## src/verilog/swr_pkg.sv

```systemverilog
// package: register map, field positions, reset values and carrier types of the wake/watchdog bank
package swr_pkg;

    ////////////////////////////////////////////////////////////////////////////////
    // register addresses (7-bit serial address space)
    localparam logic [6:0] ADDR_WATCHDOG_CONTROL = 7'h03;
    localparam logic [6:0] ADDR_TRANSCEIVER_MODE = 7'h04;
    localparam logic [6:0] ADDR_INTERNAL_WAKE = 7'h06;
    localparam logic [6:0] ADDR_EXTERNAL_WAKE = 7'h07;

    ////////////////////////////////////////////////////////////////////////////////
    // power-on / soft-reset values
    localparam logic [7:0] RST_WATCHDOG_CONTROL = 8'h14;
    localparam logic [7:0] RST_TRANSCEIVER_MODE = 8'h00;
    localparam logic [7:0] RST_INTERNAL_WAKE = 8'h00;
    localparam logic [7:0] RST_EXTERNAL_WAKE = 8'h01;
    localparam logic [2:0] DEV_MODE_RESET_CAN = 3'h3;
    localparam logic [1:0] STRAP_SETTLE = 2'h2; // cycles after release until the strap is valid

    // writable masks; zero positions are reserved and read zero
    localparam logic [7:0] MASK_WATCHDOG_CONTROL = 8'hF7;
    localparam logic [7:0] MASK_TRANSCEIVER_MODE = 8'h07;
    localparam logic [7:0] MASK_INTERNAL_WAKE = 8'h44;
    localparam logic [7:0] MASK_EXTERNAL_WAKE = 8'hA1;

    // restart keeps these bits, zeroes the rest, then forces ones
    localparam logic [7:0] RESTART_KEEP_WATCHDOG = 8'hB0;
    localparam logic [7:0] RESTART_SET_WATCHDOG = 8'h04;
    localparam logic [7:0] RESTART_KEEP_INTERNAL = 8'h40;
    localparam logic [7:0] RESTART_KEEP_EXTERNAL = 8'hA1;

    ////////////////////////////////////////////////////////////////////////////////
    // field positions
    localparam int POS_CHECKSUM = 7;
    localparam int POS_STOP_WD_OFF_A = 6;
    localparam int POS_WINDOW_TYPE = 5;
    localparam int POS_WD_ON_BUS_WAKE = 4;
    localparam int POS_SELECTIVE_WAKE = 2;
    localparam int POS_TIMER_WAKE = 6;
    localparam int POS_STOP_WD_OFF_B = 2;
    localparam int POS_INT_GLOBAL = 7;
    localparam int POS_VOLTAGE_SENSE = 5;
    localparam int POS_HV_WAKE = 0;

    // transceiver lower mode codes
    localparam logic [1:0] CAN_OFF = 2'h0;
    localparam logic [1:0] CAN_WAKE_CAPABLE = 2'h1;
    localparam logic [1:0] CAN_RECEIVE_ONLY = 2'h2;
    localparam logic [1:0] CAN_NORMAL = 2'h3;

    ////////////////////////////////////////////////////////////////////////////////
    // host access carrier
    typedef struct packed {
        logic wr;
        logic rd;
        logic [6:0] addr;
        logic [7:0] wdata;
    } swr_access_t;

    // decoded controls toward the device functions
    typedef struct packed {
        logic stop_wd_off;
        logic window_type_select;
        logic watchdog_on_bus_wake;
        logic [2:0] watchdog_period_field;
        logic wd_parity_ok;
        logic selective_wake;
        logic [1:0] can_mode;
        logic timer_wake_enable;
        logic int_global;
        logic hv_wake_active;
    } swr_ctrl_t;

    // device events from the mode state machine
    typedef struct packed {
        logic enter_sleep;
        logic enter_stop;
        logic enter_fail_safe;
        logic stop_to_normal;
        logic restart;
        logic soft_reset;
    } swr_event_t;

endpackage

```

## src/verilog/swr_can_mode.sv

```systemverilog
// module: next-value logic of the transceiver mode field on low-power and fail-safe entry
`timescale 1ns/10ps
module swr_can_mode (
    input wire logic [2:0] cur_mode,
    input wire logic system_error_flag,
    input wire swr_pkg::swr_event_t evt,
    input wire logic [1:0] restart_mode,
    output logic [2:0] auto_mode,
    output logic auto_change
);

    // sleep and fail-safe touch only the lower two bits and pass the selective bit through; restart clears it
    always_comb begin
        auto_mode = cur_mode;
        auto_change = 1'b0;
        if (evt.restart) begin
            auto_mode = {1'b0, restart_mode};
            auto_change = 1'b1;
        end else if (evt.enter_fail_safe) begin
            auto_mode = {cur_mode[2], swr_pkg::CAN_WAKE_CAPABLE};
            auto_change = 1'b1;
        end else if (evt.enter_sleep) begin
            if ((cur_mode[1:0] == swr_pkg::CAN_NORMAL) && !system_error_flag) begin
                auto_mode = {cur_mode[2], swr_pkg::CAN_WAKE_CAPABLE};
                auto_change = 1'b1;
            end else if (cur_mode[1:0] == swr_pkg::CAN_RECEIVE_ONLY) begin
                auto_mode = {cur_mode[2], swr_pkg::CAN_WAKE_CAPABLE};
                auto_change = 1'b1;
            end
            // off and wake capable stay as they are
        end
        // Stop entry leaves receive-only untouched, the host chose it beforehand
    end

endmodule

```

## src/verilog/swr_parity.sv

```systemverilog
// module: even-parity check of the watchdog control byte
`timescale 1ns/10ps
module swr_parity (
    input wire logic [7:0] data,
    output logic even_ok
);

    // whole byte including the checksum bit must sum even
    assign even_ok = ~(^data);

endmodule

```

## src/verilog/swr_regs.sv

```systemverilog
// module: watchdog, transceiver mode and wake control register bank
`timescale 1ns/10ps
module swr_regs (
    input wire logic mclk,
    input wire logic resetn,
    input wire swr_pkg::swr_access_t acc,
    input wire swr_pkg::swr_event_t evt,
    input wire logic system_error_flag,
    input wire logic dev_mode,
    input wire logic [1:0] restart_mode,
    input wire logic hw_period_we,
    input wire logic [2:0] hw_period,
    output logic [7:0] rdata,
    output swr_pkg::swr_ctrl_t ctrl
);

    logic [7:0] watchdog_control;
    logic [7:0] transceiver_mode_control;
    logic [7:0] internal_wake_control;
    logic [7:0] external_wake_control;
    logic [7:0] next_watchdog_control;
    logic [7:0] next_transceiver_mode_control;
    logic [7:0] next_internal_wake_control;
    logic [7:0] next_external_wake_control;
    logic [7:0] next_rdata;
    swr_pkg::swr_ctrl_t next_ctrl;
    logic [2:0] auto_mode;
    logic auto_change;
    logic parity_ok;
    logic dev_mode_s1;
    logic dev_mode_s2;
    logic wr_wd;
    logic wr_can;
    logic wr_iw;
    logic wr_ew;
    logic [1:0] strap_wait;
    logic [1:0] next_strap_wait;
    logic [7:0] rd_mask;

    ////////////////////////////////////////////////////////////////////////////////
    // strap synchroniser; development pin comes from outside the clock domain
    always_ff @(posedge mclk or negedge resetn) begin
        if (!resetn) begin
            dev_mode_s1 <= 1'b0;
            dev_mode_s2 <= 1'b0;
        end else begin
            dev_mode_s1 <= dev_mode;
            dev_mode_s2 <= dev_mode_s1;
        end
    end

    swr_can_mode u_can_mode (
        .cur_mode(transceiver_mode_control[2:0]),
        .system_error_flag(system_error_flag),
        .evt(evt),
        .restart_mode(restart_mode),
        .auto_mode(auto_mode),
        .auto_change(auto_change)
    );

    swr_parity u_parity (
        .data(next_watchdog_control),
        .even_ok(parity_ok)
    );

    // write strobes by address
    assign wr_wd = acc.wr && (acc.addr == swr_pkg::ADDR_WATCHDOG_CONTROL);
    assign wr_can = acc.wr && (acc.addr == swr_pkg::ADDR_TRANSCEIVER_MODE);
    assign wr_iw = acc.wr && (acc.addr == swr_pkg::ADDR_INTERNAL_WAKE);
    assign wr_ew = acc.wr && (acc.addr == swr_pkg::ADDR_EXTERNAL_WAKE);

    // implemented positions of the addressed register; everything else must read zero
    always_comb begin
        case (acc.addr)
            swr_pkg::ADDR_WATCHDOG_CONTROL: rd_mask = swr_pkg::MASK_WATCHDOG_CONTROL;
            swr_pkg::ADDR_TRANSCEIVER_MODE: rd_mask = swr_pkg::MASK_TRANSCEIVER_MODE;
            swr_pkg::ADDR_INTERNAL_WAKE: rd_mask = swr_pkg::MASK_INTERNAL_WAKE;
            swr_pkg::ADDR_EXTERNAL_WAKE: rd_mask = swr_pkg::MASK_EXTERNAL_WAKE;
            default: rd_mask = 8'h00;
        endcase
    end

    ////////////////////////////////////////////////////////////////////////////////
    // next register values; soft reset beats restart beats hardware beats host write
    always_comb begin
        next_watchdog_control = watchdog_control;
        next_transceiver_mode_control = transceiver_mode_control;
        next_internal_wake_control = internal_wake_control;
        next_external_wake_control = external_wake_control;
        // settle counter stops at its top so the power-on strap load happens once
        next_strap_wait = strap_wait;
        if (strap_wait != 2'h3) begin
            next_strap_wait = 2'(strap_wait + 2'h1);
        end
        if (evt.soft_reset) begin
            next_watchdog_control = swr_pkg::RST_WATCHDOG_CONTROL;
            next_transceiver_mode_control = swr_pkg::RST_TRANSCEIVER_MODE;
            if (dev_mode_s2) begin
                next_transceiver_mode_control[2:0] = swr_pkg::DEV_MODE_RESET_CAN;
            end
            next_internal_wake_control = swr_pkg::RST_INTERNAL_WAKE;
            next_external_wake_control = swr_pkg::RST_EXTERNAL_WAKE;
        end else if (evt.restart) begin
            next_watchdog_control = (watchdog_control & swr_pkg::RESTART_KEEP_WATCHDOG)
                | swr_pkg::RESTART_SET_WATCHDOG;
            next_transceiver_mode_control = {5'h00, auto_mode};
            next_internal_wake_control = internal_wake_control & swr_pkg::RESTART_KEEP_INTERNAL;
            next_external_wake_control = external_wake_control & swr_pkg::RESTART_KEEP_EXTERNAL;
        end else begin
            // power-on strap load waits for the synchroniser; a host write still wins
            if ((strap_wait == swr_pkg::STRAP_SETTLE) && dev_mode_s2) begin
                next_transceiver_mode_control[1:0] = swr_pkg::DEV_MODE_RESET_CAN[1:0];
            end
            // host writes; reserved positions masked so they read zero
            if (wr_wd) begin
                next_watchdog_control = acc.wdata & swr_pkg::MASK_WATCHDOG_CONTROL;
            end
            if (wr_can) begin
                next_transceiver_mode_control = acc.wdata & swr_pkg::MASK_TRANSCEIVER_MODE;
            end
            if (wr_iw) begin
                next_internal_wake_control = acc.wdata & swr_pkg::MASK_INTERNAL_WAKE;
            end
            if (wr_ew) begin
                next_external_wake_control = acc.wdata & swr_pkg::MASK_EXTERNAL_WAKE;
            end
            // hardware updates win over a simultaneous host write of the same bits
            if (hw_period_we) begin
                next_watchdog_control[2:0] = hw_period;
            end
            if (auto_change) begin
                next_transceiver_mode_control[1:0] = auto_mode[1:0];
                if (evt.enter_fail_safe) begin
                    next_transceiver_mode_control[7:3] = 5'h00;
                end
            end
            if (evt.stop_to_normal) begin
                next_internal_wake_control[swr_pkg::POS_STOP_WD_OFF_B] = 1'b0;
            end
        end
    end

    // read mux and decoded controls
    always_comb begin
        next_rdata = rdata;
        if (acc.rd) begin
            case (acc.addr)
                swr_pkg::ADDR_WATCHDOG_CONTROL: next_rdata = watchdog_control;
                swr_pkg::ADDR_TRANSCEIVER_MODE: next_rdata = transceiver_mode_control;
                swr_pkg::ADDR_INTERNAL_WAKE: next_rdata = internal_wake_control;
                swr_pkg::ADDR_EXTERNAL_WAKE: next_rdata = external_wake_control;
                default: next_rdata = 8'h00;
            endcase
        end
        // either stop-off bit deactivates the watchdog in Stop
        next_ctrl.stop_wd_off = next_watchdog_control[swr_pkg::POS_STOP_WD_OFF_A]
            | next_internal_wake_control[swr_pkg::POS_STOP_WD_OFF_B];
        next_ctrl.window_type_select = next_watchdog_control[swr_pkg::POS_WINDOW_TYPE];
        next_ctrl.watchdog_on_bus_wake = next_watchdog_control[swr_pkg::POS_WD_ON_BUS_WAKE];
        next_ctrl.watchdog_period_field = next_watchdog_control[2:0];
        next_ctrl.wd_parity_ok = parity_ok;
        next_ctrl.selective_wake = next_transceiver_mode_control[2]
            && (next_transceiver_mode_control[1:0] != swr_pkg::CAN_OFF);
        next_ctrl.can_mode = next_transceiver_mode_control[1:0];
        next_ctrl.timer_wake_enable = next_internal_wake_control[swr_pkg::POS_TIMER_WAKE];
        next_ctrl.int_global = next_external_wake_control[swr_pkg::POS_INT_GLOBAL];
        // voltage sensing takes the pin away from wake duty
        next_ctrl.hv_wake_active = next_external_wake_control[swr_pkg::POS_HV_WAKE]
            && !next_external_wake_control[swr_pkg::POS_VOLTAGE_SENSE];
    end

    ////////////////////////////////////////////////////////////////////////////////
    // registers; async reset loads constants only, the strap lands once synchronised
    always_ff @(posedge mclk or negedge resetn) begin
        if (!resetn) begin
            watchdog_control <= swr_pkg::RST_WATCHDOG_CONTROL;
            transceiver_mode_control <= swr_pkg::RST_TRANSCEIVER_MODE;
            internal_wake_control <= swr_pkg::RST_INTERNAL_WAKE;
            external_wake_control <= swr_pkg::RST_EXTERNAL_WAKE;
            rdata <= 8'h00;
            ctrl <= '0;
            strap_wait <= 2'h0;
        end else begin
            watchdog_control <= next_watchdog_control;
            transceiver_mode_control <= next_transceiver_mode_control;
            internal_wake_control <= next_internal_wake_control;
            external_wake_control <= next_external_wake_control;
            rdata <= next_rdata;
            ctrl <= next_ctrl;
            strap_wait <= next_strap_wait;
        end
    end

    ////////////////////////////////////////////////////////////////////////////////
    // checks
    a_sel_bit_kept: assert property (@(posedge mclk) disable iff (!resetn)
        !wr_can && !evt.soft_reset && !evt.restart
        |=> transceiver_mode_control[2] == $past(transceiver_mode_control[2]))
        else $error("selective wake bit changed without host write");
    a_sleep_normal: assert property (@(posedge mclk) disable iff (!resetn)
        evt.enter_sleep && !evt.soft_reset && !evt.restart && !evt.enter_fail_safe
        && !system_error_flag && transceiver_mode_control[1:0] == 2'h3
        |=> transceiver_mode_control[1:0] == 2'h1)
        else $error("normal mode not turned wake capable on sleep");
    a_stop_rx_kept: assert property (@(posedge mclk) disable iff (!resetn)
        evt.enter_stop && !evt.enter_sleep && !evt.enter_fail_safe && !evt.restart
        && !evt.soft_reset && !wr_can && transceiver_mode_control[1:0] == 2'h2
        |=> transceiver_mode_control[1:0] == 2'h2)
        else $error("receive only lost on stop entry");
    a_lowpwr_keep: assert property (@(posedge mclk) disable iff (!resetn)
        (evt.enter_sleep || evt.enter_stop) && !evt.enter_fail_safe && !evt.restart
        && !evt.soft_reset && !wr_can && !transceiver_mode_control[1]
        |=> transceiver_mode_control == $past(transceiver_mode_control))
        else $error("off or wake capable changed on low power entry");
    a_failsafe_val: assert property (@(posedge mclk) disable iff (!resetn)
        evt.enter_fail_safe && !evt.restart && !evt.soft_reset
        |=> transceiver_mode_control[7:3] == 5'h00 && transceiver_mode_control[1:0] == 2'h1)
        else $error("fail-safe did not force wake capable");
    a_reserved_zero: assert property (@(posedge mclk) disable iff (!resetn)
        acc.rd |=> (rdata & ~$past(rd_mask)) == 8'h00)
        else $error("reserved bit read nonzero");
    a_stop_normal: assert property (@(posedge mclk) disable iff (!resetn)
        evt.stop_to_normal && !evt.soft_reset && !evt.restart
        |=> !internal_wake_control[swr_pkg::POS_STOP_WD_OFF_B]
        && (ctrl.stop_wd_off == watchdog_control[swr_pkg::POS_STOP_WD_OFF_A]))
        else $error("second stop off bit not cleared");
    a_dev_reset: assert property (@(posedge mclk) disable iff (!resetn)
        evt.soft_reset && dev_mode_s2 |=> transceiver_mode_control == 8'h03)
        else $error("development reset mode not normal");
    a_sense_nowake: assert property (@(posedge mclk) disable iff (!resetn)
        external_wake_control[5] |-> !ctrl.hv_wake_active)
        else $error("wake active while sensing voltage");

endmodule
```

## config.mk

```make
export PLATFORM = sky130hd
export DESIGN_NAME = swr_regs
export DESIGN_NICKNAME = d
export VERILOG_FILES = /design/src/verilog/swr_pkg.sv /design/src/verilog/swr_can_mode.sv /design/src/verilog/swr_parity.sv /design/src/verilog/swr_regs.sv
export SDC_FILE = /design/constraint.sdc
export NUM_CORES = 1
export LEC_CHECK = 0
export ABC_CLOCK_PERIOD_IN_PS = 2600
export CAP_MARGIN = 20
export CORE_ASPECT_RATIO = 0.6
export CORE_MARGIN = 2
export CORE_UTILIZATION = 30
export DETAILED_ROUTE_END_ITERATION = 10
export DONT_BUFFER_PORTS = 1
export PLACE_DENSITY = 0.41
export SKIP_LAST_GASP = 1
export SLEW_MARGIN = 30
export SYNTH_ARGS = -nofsm -noshare
export SYNTH_HDL_FRONTEND = slang
export SYNTH_SLANG_ARGS = --single-unit
```

## constraint.sdc

```tcl
create_clock -name mclk -period 2.6 [get_ports mclk]
set_input_delay 0 -clock mclk [delete_from_list [all_inputs] [get_ports mclk]]
set_output_delay 0 -clock mclk [all_outputs]
set_load 0.05 [all_outputs]
```

==> impl_metrics.yaml <==
drt:
  viasPerCell: 5.14
  drtAntennaViolNets: 0
  drc: 0
  firstDrtPassIters: 4
  drt_wl_total_mm: 5.39
  num_vias: 1558
  wl_per_cell_um: 17.8
  first_iter_violations: 67
timing:
  fin_hold_ws_ns: 0.0390
  fin_crit_ns: 2.53
  hold_viol_final: 0
  max_slew_margin: 0.569
  worstMarginPinSlew_ns: 0.643
  finalCritPeriodShare: 0.972
  finClkSkew_ns: 0.00699
  max_freq_ghz: 0.396
  setup_violations: 0
  setup_tns_ns: 0
  worst_slack_ns: 0.0740
  maxSlewViolCount: 0
  rsz0062_at_grt: "no"
yosys:
  ys_seq_area_frac: 0.485
  syn_avg_cell_area_um2: 10.4
  synth_edf_count: 0
  netlist_area_um2: 2020
  syn_nets: 229
  ys_seq_elements: 39
  netlist.area_leader.share: 0.446
  synthCells: 194
  synth.distinct_cells: 48
  synth_flop_cell: "dfrtp_1"
  yosys_warnings: 0
  netlist.top_cell.by_area: "dfrtp_1"
  yosys-top-cells-area: "dfrtp_1 45%, mux2i_1 5.5%, dfstp_2 3.9%"
  async_flop_share: 1.00
floorplanning:
  die_h_um: 67.6
  core-area_um2: 6590
  die_w_um: 110
  ios: 54
  die_area_um2: 7430
  fp-row-count: 23
  initial_utilization: 0.306
cells_and_area:
  area_growth_pct: 18.8
  nets: 250
  nFillCells: 637
  final_common_cell: "dfrtp_1"
  final_cell_mix: "36 x dfrtp_1, 24 x dlygate4sd3_1, 15 x nor2_1, 14 x inv_1"
  stdcell_area_um2: 2400
  diodes: 0
  drive_above_1_share: 0.102
power:
  power_leakage_uw: 0.00100
  pwr_density_cell_nw_per_um2: 478
  power_uw: 1150
  ir_drop_uv: 166
global_routing:
  grt_pass1_wl_mm: 8.51
  grt_use_total: 0.157
  overflow: 0
  grt_pass1_vias: 1643
  antenna_found_initial: 0
  grt_max_degree: 40
clock_tree:
  cts_buffers: 5
  htreeDepth: 2
  cts_buffer_depth: 2
  cts_sinks: 39
  clk_latency_ns: 0.29
  tritoncts: "yes"
  post_cts_buffers: 0
  cts_root_buf: "clkbuf_8"
  path_clk_slew_ns: 0.07
hold_path:
  hp-class: "in -> reg"
  min_delay_path_depth: 3
critical_path:
  reg2reg_depth: 5
  cp.required_ns: 2.77
  crit_fanout: 3
  crit_path_end_kind: "flip-flop"
  cp_data_arrival_time_ns: 2.70
  start_kind: "input port"
  critPathKind: "in -> reg"
place:
  pre_cts_ws_ns: 0.347
  portBuffers: 0
  routabilityCongestion: 0.799
  dpl.hpwl_mm: 3.95
  postPlaceCellArea_um2: 2060
status:
  outcome: "finished clean"
run:
  drv_cap: 0
==> final cells by class <==
cell class	count	area [um^2]	share of cell area
repair buffers	29	290	0.121
well taps	87	109	0.0454
clock buffers	8	80.1	0.0334
inverters	14	52.6	0.0219
multi-input cells	126	888	0.370
flip-flops and latches	39	980	0.408
==> per-stage QoR <==
stage / util / std cells
final: 0.364 / 303
after global routing: 0.364 / 303
after CTS: 0.364 / 303
after detailed placement: 0.312 / 270
after global placement: 0.312 / 270
after floorplan: - / 194
==> layer usage <==
metal  track usage  vias up  wire [um]
li1              -      719          -
met1         0.215      775       2530
met2         0.233       56       2350
met3        0.0541        8        456
met4        0.0522        0         54
met5             0        -          0
==> timing repair <==
item | in CTS | in global routing
endpoints found under the hold margin | 71 | 0
endpoints found under the setup margin | 0 | 1
gates resized for setup | 0 | 1
hold buffers | 25 | 0
==> power breakdown <==
part	switching [uW]	internal [uW]
combinational	64.5	51.2
sequential	20.5	615
clock	204	191
==> synthesized netlist by cell type (2+ instances only) <==
cell type and n:
ha_1 2, dfstp_2 3, clkbuf_1 4, or2_2 2, nand2b_1 2, buf_4 7
xnor2_1 3, a311o_1 3, xnor3_1 2, o22ai_1 8, nand4_1 5, a22oi_1 6
xor2_1 3, and2_1 5, a211o_1 2, mux2_2 3, nor3b_1 2, dfrtp_1 36
nor3_1 2, nand2_1 11, mux2i_1 11, a31oi_1 2, nor2_1 15, a21oi_1 7
inv_1 14, nor2b_1 4, o21ai_0 9
==> sequential cells by signal, summed over array words and instances (netlist names) <==
signal	count
ctrl	6
dev_mode_s1	1
dev_mode_s2	1
external_wake_control	3
internal_wake_control	2
rdata	8
strap_wait	2
transceiver_mode_control	8
watchdog_control	8
==> path summary, 6_finish.rpt <==
path,slack (ns),startpoint,endpoint
max,0.07,acc[14],ctrl[6]
min reg2reg,0.37,dev_mode_s1,dev_mode_s2
min,0.04,hw_period_we,watchdog_control[2]
min in group asynchronous,0.15,resetn,strap_wait[0]
max reg2reg,0.67,watchdog_control[5],ctrl[6]
max in group asynchronous,2.17,resetn,watchdog_control[4]
==> cell families after synthesis <==
family          after synthesis  synth area share
fa+ha+maj                     2            0.0124
mux                          14            0.0713
buf+inv                      29            0.0768
flops                        39             0.485
xor+xnor                      8            0.0483
simple gates                 58             0.164
compound gates               44             0.143
==> critical path, stage by stage <==
cell	delay (ns)
dlygate4sd3_1	0.55
nor4_2	0.27
dlygate4sd3_1	0.67
nand4_1	0.14
a21oi_2	0.21
xnor3_1	0.49
xnor3_1	0.36
Power figures use the tool's default switching activity.
